===== config.mk =====
export PLATFORM = sky130hd
export DESIGN_NAME = pbp_top
export DESIGN_NICKNAME = d
export VERILOG_FILES = /design/src/pkg/pbp_pkg.sv /design/src/hdl/pbp_top.sv
export VERILOG_INCLUDE_DIRS = /design/src /design/src/pkg
export SDC_FILE = /design/constraint.sdc
export NUM_CORES = 1
export LEC_CHECK = 0
export ABC_AREA = 0
export BUFFER_PORTS_ARGS = -buffer_cell sky130_fd_sc_hd__buf_2
export CORE_UTILIZATION = 30
export CTS_BUF_LIST = sky130_fd_sc_hd__clkbuf_4
export DETAILED_ROUTE_END_ITERATION = 6
export PLACE_DENSITY_LB_ADDON = 0.1
export SYNTH_ARGS = -nofsm -noshare
export SYNTH_HDL_FRONTEND = slang
export SYNTH_SLANG_ARGS = --single-unit

===== constraint.sdc =====
create_clock -name REF_CLK -period 3 [get_ports REF_CLK]
set_input_delay 0.6 -clock REF_CLK [delete_from_list [all_inputs] [get_ports REF_CLK]]
set_output_delay 0.6 -clock REF_CLK [all_outputs]
set_load 0.05 [all_outputs]

===== src/pkg/pbp_params.svh =====
// Register indices, field positions and reset values of the port B block
`ifndef PBP_PARAMS_SVH
`define PBP_PARAMS_SVH
`define PBP_ADDR_W        18
`define PBP_IDX_DIR       16'hFFD4
`define PBP_IDX_LATCH     16'hFFD6
`define PBP_IDX_CFG       16'hFFD8
`define PBP_DIR_RST       8'h00
`define PBP_LATCH_RST     8'h00
`define PBP_CFG_RST       13'h0000
`define PBP_DIR_READ      32'h000000FF
`define PBP_CFG_CMD       0
`define PBP_CFG_PWM       1
`define PBP_CFG_B_OE      2
`define PBP_CFG_A_OE      3
`define PBP_CFG_INV_A_OE  4
`define PBP_CFG_INV_B_OE  5
`define PBP_CFG_TRIG_EN   6
`define PBP_CFG_A_IO_LSB  8
`define PBP_CFG_B_IO_LSB  12
`endif


===== src/pkg/pbp_pkg.sv =====
// Types shared by the port B block
package pbp_pkg;

  typedef struct packed {
    logic [2:0] ch4_b_io_control;
    logic [2:0] ch4_a_io_control;
    logic       converter_trigger_enable;
    logic       ch4_inv_b_output_enable;
    logic       ch4_inv_a_output_enable;
    logic       ch4_a_output_enable;
    logic       ch4_b_output_enable;
    logic       ch4_pwm_mode;
    logic       combined_mode_select;
  } pbp_cfg_s;

  typedef struct packed {
    logic [7:0]  port_b_direction;
    logic [7:0]  port_b_data_latch;
    pbp_cfg_s    cfg;
    logic [7:0]  sync1;
    logic [7:0]  sync2;
    logic [7:0]  sync3;
    logic [7:0]  pin_level;
    logic [31:0] rdata;
    logic        rdone;
  } pbp_state_s;

endpackage : pbp_pkg


===== src/hdl/pbp_top.sv =====
// Port B: eight two-way pins with shared timer and trigger functions
//
// How it works
// - Direction bit 1 makes a pin output, 0 input, unless timer owns it.
// - Direction register is eight bits, write only, one bit per pin.
// - Reading the direction register returns all ones in the byte.
// - Reset and hardware standby clear the direction register.
// - Software standby keeps direction and output drive unchanged.
// - Data latch is eight bits, readable and writable.
// - Output pin reads return the latch bit.
// - Input pin reads return the pin level.
// - Reset and hardware standby clear the latch; software standby keeps it.
// - Direction at index FFD4, data latch at index FFD6.
// - Pin 3 carries channel 4 compare B when enabled and selected.
// - Pin 3 feeds capture B when combined and pwm are 0, top io bit 1.
// - Pin 4 carries inverted A when its enable and combined mode are 1.
// - Pin 2 feeds capture A when combined and pwm are 0, top io bit 1.
//
// Local design decision: the Avalon-MM slave port.
`include "pbp_params.svh"

module pbp_top
  import pbp_pkg::*;
(
  input  wire logic                   REF_CLK,
  input  wire logic                   RST,
  input  wire logic [`PBP_ADDR_W-1:0] AVS_ADDRESS,
  input  wire logic                   AVS_READ,
  input  wire logic                   AVS_WRITE,
  input  wire logic [31:0]            AVS_WRITEDATA,
  input  wire logic [3:0]             AVS_BYTEENABLE,
  output logic      [31:0]            AVS_READDATA,
  output logic                        AVS_WAITREQUEST,
  input  wire logic                   HW_STANDBY,
  input  wire logic                   SW_STANDBY,
  input  wire logic [7:0]             PB_IN,
  output logic      [7:0]             PB_OUT,
  output logic      [7:0]             PB_OE_N,
  input  wire logic                   CH4_CMP_A,
  input  wire logic                   CH4_CMP_B,
  input  wire logic                   CH4_INV_A,
  input  wire logic                   CH4_INV_B,
  output logic                        CH4_CAP_A,
  output logic                        CH4_CAP_B,
  output logic                        CONVERTER_TRIGGER_IN_N
);

  pbp_state_s st_ff;
  pbp_state_s nxt_st;

  logic [15:0] reg_idx;
  logic        word_ok;
  logic        hit_dir;
  logic        hit_latch;
  logic        hit_cfg;
  logic        wr_take;
  logic [14:0] cfg_bits;
  logic [14:0] cfg_wr;
  logic [7:0]  port_read;
  logic [7:0]  timer_own;
  logic [7:0]  timer_val;
  logic [7:0]  drive;

  logic        cmd;
  logic        pwm;
  logic [2:0]  a_io;
  logic [2:0]  b_io;
  logic        a_cmp_sel;
  logic        b_cmp_sel;
  logic        inv_a_sel;
  logic        inv_b_sel;

  // Address decode: register offsets are word indices
  assign reg_idx   = AVS_ADDRESS[`PBP_ADDR_W-1:2];
  assign word_ok   = (AVS_ADDRESS[1:0] == 2'h0);
  assign hit_dir   = word_ok && (reg_idx == `PBP_IDX_DIR);
  assign hit_latch = word_ok && (reg_idx == `PBP_IDX_LATCH);
  assign hit_cfg   = word_ok && (reg_idx == `PBP_IDX_CFG);

  // Writes finish at once, reads take one wait cycle
  assign AVS_WAITREQUEST = AVS_READ && !st_ff.rdone;
  assign wr_take         = AVS_WRITE && !AVS_READ;
  assign AVS_READDATA    = st_ff.rdata;

  assign cmd  = st_ff.cfg.combined_mode_select;
  assign pwm  = st_ff.cfg.ch4_pwm_mode;
  assign a_io = st_ff.cfg.ch4_a_io_control;
  assign b_io = st_ff.cfg.ch4_b_io_control;

  // Compare B output when enabled: io 001 or 01x, or combined mode
  assign b_cmp_sel = st_ff.cfg.ch4_b_output_enable &&
                     (cmd ||
                      (b_io == 3'h1) ||
                      (b_io[2:1] == 2'h1));

  // Compare A mirrors B, with pwm mode also claiming the pin
  assign a_cmp_sel = st_ff.cfg.ch4_a_output_enable &&
                     (cmd || pwm ||
                      (a_io == 3'h1) ||
                      (a_io[2:1] == 2'h1));

  assign inv_a_sel = st_ff.cfg.ch4_inv_a_output_enable && cmd;
  assign inv_b_sel = st_ff.cfg.ch4_inv_b_output_enable && cmd;

  assign timer_own = {2'h0, inv_b_sel, inv_a_sel,
                      b_cmp_sel, a_cmp_sel, 2'h0};
  assign timer_val = {2'h0, CH4_INV_B, CH4_INV_A,
                      CH4_CMP_B, CH4_CMP_A, 2'h0};

  // Per-pin drive and readback
  genvar gi;
  generate
    for (gi = 0; gi < 8; gi++) begin : g_pin
      assign drive[gi] = timer_own[gi] ||
                         st_ff.port_b_direction[gi];
      assign PB_OE_N[gi] = !drive[gi];
      assign PB_OUT[gi]  = timer_own[gi] ? timer_val[gi]
                         : st_ff.port_b_data_latch[gi];
      assign port_read[gi] = st_ff.port_b_direction[gi]
                           ? st_ff.port_b_data_latch[gi]
                           : st_ff.pin_level[gi];
    end
  endgenerate

  // Capture inputs see the filtered pin level
  assign CH4_CAP_B = !cmd && !pwm && b_io[2] && st_ff.pin_level[3];
  assign CH4_CAP_A = !cmd && !pwm && a_io[2] && st_ff.pin_level[2];

  // Trigger is active low, so idle high while disabled
  assign CONVERTER_TRIGGER_IN_N =
    st_ff.cfg.converter_trigger_enable ? st_ff.pin_level[7] : 1'b1;

  // Flatten configuration into its register image
  always_comb begin
    cfg_bits = 15'h0000;
    cfg_bits[`PBP_CFG_CMD]      = st_ff.cfg.combined_mode_select;
    cfg_bits[`PBP_CFG_PWM]      = st_ff.cfg.ch4_pwm_mode;
    cfg_bits[`PBP_CFG_B_OE]     = st_ff.cfg.ch4_b_output_enable;
    cfg_bits[`PBP_CFG_A_OE]     = st_ff.cfg.ch4_a_output_enable;
    cfg_bits[`PBP_CFG_INV_A_OE] = st_ff.cfg.ch4_inv_a_output_enable;
    cfg_bits[`PBP_CFG_INV_B_OE] = st_ff.cfg.ch4_inv_b_output_enable;
    cfg_bits[`PBP_CFG_TRIG_EN]  = st_ff.cfg.converter_trigger_enable;
    cfg_bits[`PBP_CFG_A_IO_LSB +: 3] = st_ff.cfg.ch4_a_io_control;
    cfg_bits[`PBP_CFG_B_IO_LSB +: 3] = st_ff.cfg.ch4_b_io_control;
  end

  // Merge a write into the image, byte lane by byte lane
  always_comb begin
    cfg_wr = cfg_bits;
    if (AVS_BYTEENABLE[0]) begin
      cfg_wr[7:0] = AVS_WRITEDATA[7:0];
    end
    if (AVS_BYTEENABLE[1]) begin
      cfg_wr[14:8] = AVS_WRITEDATA[14:8];
    end
  end

  always_comb begin
    nxt_st = st_ff;

    // Three stages; a change counts once the second and third agree
    nxt_st.sync1 = PB_IN;
    nxt_st.sync2 = st_ff.sync1;
    nxt_st.sync3 = st_ff.sync2;
    for (int i = 0; i < 8; i++) begin
      if (st_ff.sync2[i] == st_ff.sync3[i]) begin
        nxt_st.pin_level[i] = st_ff.sync3[i];
      end
    end

    // Read answer is registered, then held until the next read
    nxt_st.rdone = AVS_READ && !st_ff.rdone;
    if (AVS_READ && !st_ff.rdone) begin
      if (hit_dir) begin
        nxt_st.rdata = `PBP_DIR_READ;
      end else if (hit_latch) begin
        nxt_st.rdata = {24'h000000, port_read};
      end else if (hit_cfg) begin
        nxt_st.rdata = {17'h00000, cfg_bits};
      end else begin
        nxt_st.rdata = 32'h00000000;
      end
    end

    if (wr_take) begin
      if (hit_dir && AVS_BYTEENABLE[0]) begin
        nxt_st.port_b_direction = AVS_WRITEDATA[7:0];
      end else if (hit_latch && AVS_BYTEENABLE[0]) begin
        nxt_st.port_b_data_latch = AVS_WRITEDATA[7:0];
      end else if (hit_cfg) begin
        nxt_st.cfg.combined_mode_select    = cfg_wr[`PBP_CFG_CMD];
        nxt_st.cfg.ch4_pwm_mode            = cfg_wr[`PBP_CFG_PWM];
        nxt_st.cfg.ch4_b_output_enable     = cfg_wr[`PBP_CFG_B_OE];
        nxt_st.cfg.ch4_a_output_enable     = cfg_wr[`PBP_CFG_A_OE];
        nxt_st.cfg.ch4_inv_a_output_enable = cfg_wr[`PBP_CFG_INV_A_OE];
        nxt_st.cfg.ch4_inv_b_output_enable = cfg_wr[`PBP_CFG_INV_B_OE];
        nxt_st.cfg.converter_trigger_enable = cfg_wr[`PBP_CFG_TRIG_EN];
        nxt_st.cfg.ch4_a_io_control = cfg_wr[`PBP_CFG_A_IO_LSB +: 3];
        nxt_st.cfg.ch4_b_io_control = cfg_wr[`PBP_CFG_B_IO_LSB +: 3];
      end
    end

    // Software standby needs nothing: the control registers simply hold
    // Hardware standby overrides any write in the same cycle
    if (HW_STANDBY) begin
      nxt_st.port_b_direction  = `PBP_DIR_RST;
      nxt_st.port_b_data_latch = `PBP_LATCH_RST;
      nxt_st.cfg               = `PBP_CFG_RST;
    end
  end

  always_ff @(posedge REF_CLK or posedge RST) begin
    if (RST) begin
      st_ff.port_b_direction  <= `PBP_DIR_RST;
      st_ff.port_b_data_latch <= `PBP_LATCH_RST;
      st_ff.cfg               <= `PBP_CFG_RST;
      st_ff.sync1             <= 8'h00;
      st_ff.sync2             <= 8'h00;
      st_ff.sync3             <= 8'h00;
      st_ff.pin_level         <= 8'h00;
      st_ff.rdata             <= 32'h00000000;
      st_ff.rdone             <= 1'b0;
    end else begin
      st_ff <= nxt_st;
    end
  end

endmodule : pbp_top


# Word level (Yosys, flattened, before mapping)
# Cells that the tools add are included.
# op_classes
add_sub_neg	0
n_mul	0
div	0
order_cmp	0
eq_ne	17
shift	0
mux	25
bitwise_logic	0
n_reduce_logical	48
# op_table
operator	n
29-bit 2-to-1 mux	2
16-bit == test (second input constant)	3
15-bit 2-to-1 mux	3
13-bit 2-to-1 mux	2
21-bit 2-to-1 mux	1
1-bit logical AND	16
8-bit 2-to-1 mux	2
7-bit 2-to-1 mux	2
1-bit 2-to-1 mux	13
1-bit zero test	12
2-bit nonzero test	6
5-bit AND reduction	2
1-bit logical OR	9
1-bit == test	8
3-bit by 1-bit == test with 1-bit output (second input constant)	2
2-bit by 1-bit == test with 1-bit output (second input constant)	2
2-bit inequality test (second input constant)	2
3-bit AND reduction	1
2-bit zero test	1
2-bit AND reduction	1
# totals
reg_bits	94
latchBits	0
mem_bits_rw	0
romBits	0
inputBits	72
mem_count	0

# Depth between registers and ports, before layout
# Gate-level depths: netlist of the first run.
# depth
word_depth	7
ltp_mapped	6
depth_no_buf	4

# Worst setup path after synthesis of the first run
# No wires, ideal clock.
# synth_timing
path_kind	register to output
startpoint	register st_ff (netlist bit cmd)
endpoint	output PB_OE_N[2]
arrival_ns	1.539
setup_slack_ns	0.861
stages_incl_launch_ff	5
n_path_buf	1
cell_sequence	dfrtp_1 -> clkbuf_1 -> nor2_1 -> o21ai_0 -> a21oi_1
# synth_via
elab_chain_cells	6
# synth_lines
item	line	source
start: declaration	pbp_top.sv:48	pbp_state_s st_ff;
start signal: assignment	pbp_top.sv:224	st_ff <= nxt_st;
1-bit logical OR (2 in series)	pbp_top.sv:98	(cmd || pwm ||
1-bit logical OR	pbp_top.sv:99	(a_io == 3'h1) ||
1-bit logical AND	pbp_top.sv:97	assign a_cmp_sel = st_ff.cfg.ch4_a_output_enable &&
1-bit logical OR	pbp_top.sv:114	assign drive[gi] = timer_own[gi] ||
1-bit zero test	pbp_top.sv:116	assign PB_OE_N[gi] = !drive[gi];
end: declaration	pbp_top.sv:38	output logic [7:0] PB_OE_N,
# Every way passes these cells.

# Final worst setup path of the first run
# layout_timing
startpoint	register st_ff (netlist bit cmd)
endpoint	output PB_OUT[2]
# layout_via
elab_chain_cells	5
# layout_lines
item	line	source
1-bit logical OR (2 in series)	pbp_top.sv:98	
1-bit logical OR	pbp_top.sv:99	
1-bit logical AND	pbp_top.sv:97	
1-bit 2-to-1 mux	pbp_top.sv:117	assign PB_OUT[gi] = timer_own[gi] ? timer_val[gi]
end: declaration	pbp_top.sv:37	output logic [7:0] PB_OUT,
# Every way passes these cells.

==> impl_results.rst, run 1 <==
.. list-table::
   :header-rows: 1

   * - Metric
     - Value
   * - Result of the run
     - finished clean
   * - Period utilisation layout
     - 0.845
   * - Worst setup path category
     - reg2out
   * - Antenna fix cells
     - 0
   * - Pin count of the biggest net entering global routing
     - 43
   * - Hold violation total from the final report
     - 0
   * - Residual DRC count
     - 0
   * - Hold buffer count at CTS
     - 0
   * - Worst endpoint required time
     - 2400 ps
   * - Unrepaired setup endpoints after global routing
     - false
   * - Cell with the largest stage delay on the worst path
     - sky130_fd_sc_hd__dfrtp_1
   * - Share of cells above drive strength 1
     - 0.307
   * - Drt first-iter violations
     - about 130
   * - WL per Instance
     - between 15 and 20 µm
   * - Critical path, cell by cell
     - nor2_1, o21ai_0, nand2_1, mux2_2, buf_2
   * - Main area contributors after synthesis
     - sky130_fd_sc_hd__dfrtp_1 (53%), sky130_fd_sc_hd__buf_4 (7.8%), sky130_fd_sc_hd__mux2i_1 (5.9%), sky130_fd_sc_hd__nand2b_1 (5.1%), sky130_fd_sc_hd__nand4_1 (3.0%)
   * - Portion of synthesized cell area occupied by the leading cell type
     - 0.534
   * - Routed via count
     - about 2500
   * - Wire length after detailed routing
     - between 8000 and 9000 µm
   * - Chip Height
     - between 100 and 150 µm
   * - Reg clk slew, reported paths
     - roughly 110 ps
   * - FP Rows
     - 39
   * - Clock tree from TritonCTS
     - yes
   * - Sort of element at the end of the critical path
     - output pin
   * - Number of clock sinks seen by CTS
     - between 70 and 80
   * - DPL Wire Length
     - a little under 6000 µm
   * - ANT nets after route
     - 0
   * - Power per cell area
     - about 450 mW/mm²
   * - Buffer and inverter count on the worst path
     - 1
   * - Final-layout setup total negative slack
     - 0 ps
   * - Dominant cell by count in the synthesized netlist
     - sky130_fd_sc_hd__dfrtp_1
   * - Total of warnings raised by yosys
     - 0
   * - Peak supply drop
     - ~0.15 mV
   * - I/O pin cnt
     - between 100 and 150
   * - Time the final worst path needs with I/O delays and setup
     - around 2500 ps
   * - Async set or reset register ratio after synthesis
     - 1.00
   * - Overflow after GRT
     - 0
   * - Busiest metal layer after global routing
     - met1
   * - Initial antenna violation count
     - 0
   * - Global routing met1 resource utilization
     - 0.212
   * - Starting utilization of the core area
     - 0.310
   * - Global Route Usage Sum
     - 0.145
   * - Routability congestion estimate
     - about 0.71
   * - Transition time at the pin with the least slew margin
     - between 700 and 800 ps
   * - Minimum setup slack among reg-to-reg paths
     - 1550 ps
   * - Fmax
     - just under 0.4 GHz
   * - CTS root buf
     - sky130_fd_sc_hd__clkbuf_4
   * - Number of enable flip-flop cells after synthesis
     - 0
   * - #FFs+latches synth
     - 76
   * - Average cell area after synthesis
     - 11.2 µm²
   * - Worst hold slack across all endpoints
     - roughly 280 ps
   * - Post-synth cell types
     - 38
   * - Final net count
     - about 450
   * - Number of fill cells in the layout
     - between 1000 and 1500
   * - Clock latency at the later pin of the worst-skew pair
     - approximately 420 ps
   * - Synthesized cell area
     - 0.00356 mm²
   * - Width of the die
     - 111 µm
   * - Delay of the slowest critical-path stage
     - around 530 ps
   * - Path category of the worst min-delay check
     - in2async
   * - Number of optimization iterations in the first detailed-route pass
     - 6
   * - Number of cells upsized or downsized after cts
     - 0
   * - Pins Over Slew Limit
     - 0
   * - Via/cell ratio
     - roughly 4.8
   * - Most used flip-flop cell after synthesis
     - sky130_fd_sc_hd__dfrtp_1
   * - Final number of setup-violating endpoints
     - 0
   * - Number of levels in the clock H-tree
     - 3
   * - Family with the most delay on the worst path
     - flip-flops
   * - Post-synthesis cell count
     - ~320
   * - Max-capacitance violation count
     - 0
   * - Leakage dissipation
     - between 1.5 and 2 nW
   * - Library cell with the largest summed area after synthesis
     - sky130_fd_sc_hd__dfrtp_1
   * - Worst path arrival time
     - 1930 ps
   * - Clock buffer depth
     - 2
   * - Synth cell count leaders
     - sky130_fd_sc_hd__dfrtp_1 (76), sky130_fd_sc_hd__buf_4 (37), sky130_fd_sc_hd__nand2b_1 (29)
   * - Met3 demand-to-capacity share in global routing
     - 0.0388
   * - Count of buffers inserted at the top-level ports
     - 84
   * - Fraction of the yosys area taken by sequential cells
     - 0.534
   * - Combined area of the multi-input logic cells
     - 0.00133 mm²
   * - Sequential cell area
     - between 0.0015 and 0.002 mm²
   * - Number of global-route vias before repair
     - around 2500
   * - DIE AREA
     - between 0.01 and 0.015 mm²
   * - Core area
     - between 0.01 and 0.015 mm²
   * - Met2 Resource Use GR
     - 0.201
   * - Worst Clk Skew
     - 12.0 ps
   * - First-pass GRT wire length
     - ~14000 µm
   * - Slew HR
     - 0.479
   * - Maximum fanout count along the critical path
     - 8
   * - P&R area growth vs syn
     - 13.3%
   * - Startpoint types
     - flip-flop
   * - Number of buffers inserted during clock tree synthesis
     - 9
   * - Number of buffers inserted by post-CTS setup repair
     - 0
==> registers in the layout (all words and copies together), names as in the netlist, 3 cells and up <==
name and cells:
b_io 3, PB_OUT 4, a_io 3, nxt_st 16, drive 4, cfg_bits 5
st_ff 25, AVS_READDATA 14
==> final timing paths <==
kind | startpoint | end | cells after the start
min in group REF_CLK | PB_IN[6] | nxt_st[55] | 1
min reg2reg | nxt_st[56] | nxt_st[48] | 0
max | cmd | PB_OUT[2] | 5
min | RST | nxt_st[51] | 2
max in group asynchronous | RST | drive[7] | 3
max reg2reg | st_ff[0] | AVS_READDATA[0] | 4
==> cells by family (layout without fill, tap and decap cells) <==
logic type                 after synthesis  count (layout)  synth area share
AOI/OAI and AO/OA                       51              51            0.0865
other                                    1              18           0.00105
adders and majority gates                8               8            0.0225
muxes                                   25              25            0.0717
DFF                                     76              76             0.534
and+or+nand+nor                         95              95             0.173
buffers and inverters                   61             114             0.111
==> metrics by stage <==
step | area (µm²) | utilization | std cells | power [mW] | setup slack (ps)
after floorplan | 3620 | - | 334 | 1.22 | 462
after global placement | 3920 | 0.342 | 514 | 1.27 | 728
after detailed placement | 3920 | 0.342 | 514 | 1.27 | 714
after CTS | 4030 | 0.351 | 530 | 1.83 | 433
after global routing | 4030 | 0.351 | 530 | 1.89 | 327
final | 4030 | 0.351 | 530 | 1.80 | 465
==> report_power, final <==
part           switching, mW  internal [mW]  total, mW
logic                  0.127         0.0544      0.182
clock network          0.347          0.204      0.551
registers             0.0135           1.05       1.07
==> placed cells by master, fill, tap and decap left out, types with 2 or more instances in the layout <==
cell	n
sky130_fd_sc_hd__clkbuf_4	13
sky130_fd_sc_hd__buf_4	6
sky130_fd_sc_hd__a32oi_1	6
sky130_fd_sc_hd__nand3_1	7
sky130_fd_sc_hd__and3_1	3
sky130_fd_sc_hd__dfrtp_1	76
sky130_fd_sc_hd__buf_2	84
sky130_fd_sc_hd__or4_1	2
sky130_fd_sc_hd__maj3_1	8
sky130_fd_sc_hd__clkinv_2	3
sky130_fd_sc_hd__mux2_2	4
sky130_fd_sc_hd__o21ai_0	17
sky130_fd_sc_hd__inv_1	5
sky130_fd_sc_hd__nand4_1	17
sky130_fd_sc_hd__nand2b_1	29
sky130_fd_sc_hd__a21oi_1	19
sky130_fd_sc_hd__mux2i_1	21
sky130_fd_sc_hd__conb_1	18
sky130_fd_sc_hd__nand2_1	18
sky130_fd_sc_hd__nor2_1	6
sky130_fd_sc_hd__a22o_1	6
==> area by class of cell <==
cell class | count | share of cell area
clock inverter | 3 | 0.00342
clock buffer | 13 | 0.0242
sequential | 76 | 0.472
tap | 143 | 0.0444
inverter | 7 | 0.00683
timing repair buffer | 91 | 0.120
multi-input combinational | 197 | 0.329
==> per-layer routing <==
layer	vias to the layer above	routed length [µm]
met5	-	0
met3	7	520
met4	0	104
met1	1233	4230
li1	1191	-
met2	99	3560
Note: power is estimated with default switching activity, not from simulation.
==> run 2, diff against run 1 <==
==> constraint.sdc (replaced) <==
create_clock -name REF_CLK -period 2.3 [get_ports REF_CLK]
set_input_delay 0.46 -clock REF_CLK [delete_from_list [all_inputs] [get_ports REF_CLK]]
set_output_delay 0.46 -clock REF_CLK [all_outputs]
set_load 0.05 [all_outputs]
==> run 2 against run 1 <==
Against the previous run:
- combinational power is 31% higher
- clock power is 20% higher
- clock-buffer cell count shrank 3
- non-clock buffer count increased by 4
- sequential power rose by 30%
- via count fell by 0.47%
- critical path type unchanged
- critical endpoint unchanged
==> impl_results.rst, run 2 (synthesized netlist as in run 1, its figures left out) <==
.. list-table::
   :header-rows: 1

   * - Metric
     - Value
   * - Result of the run
     - finished clean
   * - Peak supply drop
     - about 0.22 mV
   * - Clock latency at the later pin of the worst-skew pair
     - approximately 420 ps
   * - Time the final worst path needs with I/O delays and setup
     - roughly 2200 ps
   * - Worst endpoint required time
     - approximately 1800 ps
   * - Worst setup path category
     - reg2out
   * - Chip Height
     - about 110 µm
   * - Number of optimization iterations in the first detailed-route pass
     - 4
   * - FP Rows
     - 39
   * - First-pass GRT wire length
     - around 14000 µm
   * - Via/cell ratio
     - roughly 4.7
   * - Unrepaired setup endpoints after global routing
     - false
   * - Number of clock sinks seen by CTS
     - 76
   * - WL per Instance
     - 15.5 µm
   * - R2R depth
     - 4
   * - Hold violation total from the final report
     - 0
   * - Core area
     - roughly 0.011 mm²
   * - Number of fill cells in the layout
     - 1160
   * - Clock tree from TritonCTS
     - yes
   * - Routability congestion estimate
     - just over 0.7
   * - Starting utilization of the core area
     - 0.310
   * - Final number of setup-violating endpoints
     - 0
   * - Share of cells above drive strength 1
     - 0.308
   * - Number of flip-flops in the largest register
     - 25
   * - Drt first-iter violations
     - 138
   * - P&R area growth vs syn
     - 13.8%
   * - Routed via count
     - approximately 2500
   * - Sort of element at the end of the critical path
     - output pin
   * - CTS root buf
     - sky130_fd_sc_hd__clkbuf_4
   * - End-of-flow core utilization
     - 0.353
   * - Residual DRC count
     - 0
   * - Max-capacitance violation count
     - 0
   * - DIE AREA
     - 0.0123 mm²
   * - Antenna fix cells
     - 0
   * - Final net count
     - 458
   * - DPL Wire Length
     - just under 6000 µm
   * - Maximum fanout count along the critical path
     - 3
   * - Highest-count cells in the layout ignoring fill and taps
     - sky130_fd_sc_hd__buf_2 (84), sky130_fd_sc_hd__dfrtp_1 (76), sky130_fd_sc_hd__nand2b_1 (29)
   * - Initial antenna violation count
     - 1
   * - Power per cell area
     - 565 mW/mm²
   * - Worst path arrival time
     - approximately 1700 ps
   * - Final-layout setup total negative slack
     - 0 ps
   * - Wire length after detailed routing
     - 8280 µm
   * - Reg clk slew, reported paths
     - 120 ps
   * - Worst setup path startpoint
     - cmd
   * - Startpoint types
     - flip-flop
   * - Worst Clk Skew
     - a little over 10 ps
   * - Pins Over Slew Limit
     - 0
   * - Most common library cell in the layout ignoring fill and taps
     - sky130_fd_sc_hd__buf_2
   * - Pin count of the biggest net entering global routing
     - between 70 and 80
   * - Count of buffers inserted at the top-level ports
     - between 80 and 90
   * - Number of levels in the clock H-tree
     - 3
   * - Global Route Usage Sum
     - 0.146
   * - Cell area after placement
     - 0.00395 mm²
   * - Slew HR
     - 0.573
   * - ANT nets after route
     - 0
   * - Transition time at the pin with the least slew margin
     - approximately 640 ps
   * - Overflow after GRT
     - 0
   * - Number of global-route vias before repair
     - roughly 2500
   * - Start of the worst register-to-register path
     - st_ff[0]
   * - Post-route total power
     - around 2.3 mW
   * - Width of the die
     - ~110 µm
   * - Leakage dissipation
     - between 1.5 and 2 nW
   * - Fmax
     - around 0.46 GHz
   * - Post-route standard cell area excluding fillers
     - ~0.0040 mm²
   * - Number of buffers inserted during clock tree synthesis
     - 9
   * - Period utilisation layout
     - 0.945
   * - Clock buffer depth
     - 2
   * - I/O pin cnt
     - around 120
   * - Path category of the worst min-delay check
     - in2async
   * - Register containing the most flip-flops in the final layout
     - st_ff
run 2: final cells by class:
type                            count  area (µm²)  share of cell area
Tap cell                          143         179              0.0442
Clock buffer                       10        75.1              0.0185
Multi-Input combinational cell    197        1330               0.328
Clock inverter                      5        20.0             0.00494
Sequential cell                    76        1900               0.470
Inverter                            7        30.0             0.00742
Timing Repair Buffer               95         515               0.127
run 2: path summary, 6_finish.rpt:
kind,endpoint,slack (ps)
worst max-delay path,PB_OUT[2],130
worst min-delay path,nxt_st[51],130
worst max register to register,AVS_READDATA[0],700
worst min register to register,nxt_st[42],360
max in group asynchronous,AVS_READDATA[6],1830
min in group REF_CLK,nxt_st[51],140
run 2: per-layer routing:
layer,routed length (µm),vias to the layer above,global-route usage,share of wire
met4,119,0,0.0693,0.014
li1,-,1203,-,-
met1,4080,1206,0.207,0.49
met3,588,9,0.0432,0.071
met2,3490,100,0.203,0.42
met5,0,-,0,0
run 2: worst max-delay path, cell delays in order, from the launching register on:
cell and delay [ps]:
sky130_fd_sc_hd__dfrtp_1 410, sky130_fd_sc_hd__nor2_2 170, sky130_fd_sc_hd__o21ai_1 110, sky130_fd_sc_hd__nand2_1 90
sky130_fd_sc_hd__mux2_2 320, sky130_fd_sc_hd__buf_2 210
run 2: power breakdown:
part	switching [mW]	total (mW)	internal, mW
Clock	0.447	0.660	0.214
Combinational	0.167	0.239	0.0725
Sequential	0.0174	1.39	1.37
Total	0.631	2.29	1.66
run 2: per-stage QoR:
| stage | std cells | hold WS [ps] | setup WS [ps] |
|---|---|---|---|
| floorplan | 334 | 331 | 301 |
| global route | 533 | 84.5 | 22.7 |
| detailed placement | 518 | 335 | 287 |
| finish | 533 | 128 | 127 |
| CTS | 533 | 97.4 | 10.0 |
| global placement | 518 | 333 | 316 |
run 2: timing repair:
item | 4_1_cts | 5_1_grt
endpoints found under the setup margin | 1 | 1
pin swaps | 0 | 1
setup buffers | 0 | 0
gates resized for setup | 1 | 1
hold buffers | 0 | 0
==> run 3, diff against run 2 <==
--- a/config.mk
+++ b/config.mk
@@ -8,8 +8,10 @@
 export LEC_CHECK = 0
 export ABC_AREA = 0
 export BUFFER_PORTS_ARGS = -buffer_cell sky130_fd_sc_hd__buf_2
+export CAP_MARGIN = 20
 export CORE_UTILIZATION = 30
 export CTS_BUF_LIST = sky130_fd_sc_hd__clkbuf_4
+export CTS_CLUSTER_SIZE = 25
 export DETAILED_ROUTE_END_ITERATION = 6
 export PLACE_DENSITY_LB_ADDON = 0.1
 export SYNTH_ARGS = -nofsm -noshare
==> constraint.sdc (replaced) <==
create_clock -name REF_CLK -period 2.8 [get_ports REF_CLK]
set_input_delay 0.56 -clock REF_CLK [delete_from_list [all_inputs] [get_ports REF_CLK]]
set_output_delay 0.56 -clock REF_CLK [all_outputs]
set_load 0.05 [all_outputs]
==> run 3 against run 2 <==
Against the previous run:
- non-clock buffer count shrank 4
- combinational power shrank 19%
- sequential share of layout area shrank 0.55 points
- critical path type unchanged
- critical endpoint unchanged
==> impl_results.rst, run 3 (synthesized netlist as in run 1, its figures left out) <==
.. list-table::
   :header-rows: 1

   * - Metric
     - Value
   * - Number of buffers inserted by post-CTS setup repair
     - 0
   * - Chip Height
     - 111 µm
   * - I/O pin cnt
     - ~120
   * - Number of levels in the clock H-tree
     - 3
   * - Unrepaired setup endpoints after global routing
     - false
   * - CTS root buf
     - sky130_fd_sc_hd__clkbuf_4
   * - Wire length after detailed routing
     - between 8000 and 9000 µm
   * - Final number of setup-violating endpoints
     - 0
   * - Count of buffers inserted at the top-level ports
     - between 80 and 90
   * - Drt first-iter violations
     - 127
   * - WL per Instance
     - roughly 16 µm
   * - P&R area growth vs syn
     - 15.1%
   * - Routed via count
     - roughly 2500
   * - Final net count
     - ~450
   * - Max-capacitance violation count
     - 0
   * - Worst endpoint required time
     - 2240 ps
   * - Most common library cell in the layout ignoring fill and taps
     - sky130_fd_sc_hd__buf_2
   * - First-pass GRT wire length
     - roughly 14000 µm
   * - Via/cell ratio
     - roughly 4.7
   * - Starting utilization of the core area
     - 0.310
   * - Final-layout setup total negative slack
     - 0 ps
   * - Sort of element at the end of the critical path
     - output pin
   * - Worst setup path category
     - reg2out
   * - Clock latency at the later pin of the worst-skew pair
     - a little over 400 ps
   * - Period utilisation layout
     - 0.890
   * - Power per cell area
     - about 530 mW/mm²
   * - Number of clock sinks seen by CTS
     - 76
   * - Result of the run
     - finished clean
   * - Width of the die
     - 111 µm
   * - Pin count of the biggest net entering global routing
     - 61
   * - Antenna fix cells
     - 0
   * - Startpoint types
     - flip-flop
   * - Transition time at the pin with the least slew margin
     - roughly 640 ps
   * - Maximum fanout count along the critical path
     - 8
   * - Share of cells above drive strength 1
     - 0.305
   * - Fmax
     - ~0.40 GHz
   * - Overflow after GRT
     - 0
   * - Global Route Usage Sum
     - 0.143
   * - Routability congestion estimate
     - a little under 0.7
   * - Slew HR
     - 0.575
   * - Register containing the most flip-flops in the final layout
     - st_ff
   * - Post-route total power
     - around 2.2 mW
   * - Clock buffer depth
     - 2
   * - Reg clk slew, reported paths
     - about 130 ps
   * - ANT nets after route
     - 0
   * - Hold violation total from the final report
     - 0
   * - Number of buffers inserted during clock tree synthesis
     - 9
   * - DIE AREA
     - 0.0123 mm²
   * - Clock tree from TritonCTS
     - yes
   * - Number of cells upsized or downsized after cts
     - 0
   * - Pins Over Slew Limit
     - 0
   * - Path category of the worst min-delay check
     - in2async
   * - DPL Wire Length
     - ~6000 µm
   * - Peak supply drop
     - between 0.2 and 0.25 mV
   * - Highest-count cells in the layout ignoring fill and taps
     - sky130_fd_sc_hd__buf_2 (84), sky130_fd_sc_hd__dfrtp_1 (76), sky130_fd_sc_hd__nand2b_1 (29)
   * - Number of global-route vias before repair
     - between 2000 and 2500
   * - Initial antenna violation count
     - 0
   * - Leakage dissipation
     - 1.94 nW
   * - Number of flip-flops in the largest register
     - 25
   * - Hold buffer count at CTS
     - 0
   * - Worst Clk Skew
     - approximately 18 ps
   * - Worst path arrival time
     - 1930 ps
   * - Residual DRC count
     - 0
   * - Core area
     - about 0.011 mm²
   * - FP Rows
     - 39
   * - Number of optimization iterations in the first detailed-route pass
     - 5
   * - Time the final worst path needs with I/O delays and setup
     - approximately 2500 ps
[run 3: cell type report]
type | instances | area, µm²
multi-input combinational | 197 | 1330
inverter | 7 | 27.5
clock inverter | 6 | 103
clock buffer | 10 | 75.1
fill | 1202 | 7370
tap | 143 | 179
timing repair buffer | 91 | 485
sequential | 76 | 1900
[run 3: power breakdown]
group	total (mW)	internal [mW]	switching [mW]
clock network	0.839	0.456	0.384
logic	0.194	0.0582	0.136
registers	1.14	1.13	0.0138
[run 3: metrics by stage]
stage               utilization  instance area (µm²)  hold slack, ps  setup WS, ps  instances
floorplan                     -                 3620             331           302        334
global placement          0.342                 3920             333           562        514
detailed placement        0.342                 3920             336           540        514
CTS                       0.357                 4100            57.8           272        530
global route              0.357                 4100            60.8           145        530
finish                    0.357                 4100            71.5           308        530
[run 3: path summary, 6_finish.rpt]
check	from	endpoint	slack (ps)	cells past startpoint
max in group asynchronous	RST	PB_OUT[7]	2090	3
min in group REF_CLK	PB_IN[0]	nxt_st[49]	250	1
worst max-delay path	cmd	PB_OUT[2]	310	5
worst max register to register	st_ff[0]	AVS_READDATA[0]	1180	4
worst min-delay path	RST	a_io[2]	70	2
worst min register to register	nxt_st[54]	nxt_st[46]	340	0
[run 3: layer usage]
| layer | part of all wire | wire (µm) | global-route usage | up-vias |
|---|---|---|---|---|
| li1 | - | - | - | 1190 |
| met1 | 0.50 | 4170 | 0.216 | 1190 |
| met2 | 0.43 | 3590 | 0.200 | 105 |
| met3 | 0.061 | 509 | 0.0290 | 8 |
| met4 | 0.0084 | 70 | 0.0524 | 0 |
| met5 | 0 | 0 | 0 | - |
[run 3: critical path, stage by stage (launching register included)]
cell and delay (ps):
sky130_fd_sc_hd__dfrtp_1 530, sky130_fd_sc_hd__nor2_1 210, sky130_fd_sc_hd__o21ai_0 140, sky130_fd_sc_hd__nand2_1 100
sky130_fd_sc_hd__mux2_2 330, sky130_fd_sc_hd__buf_2 210
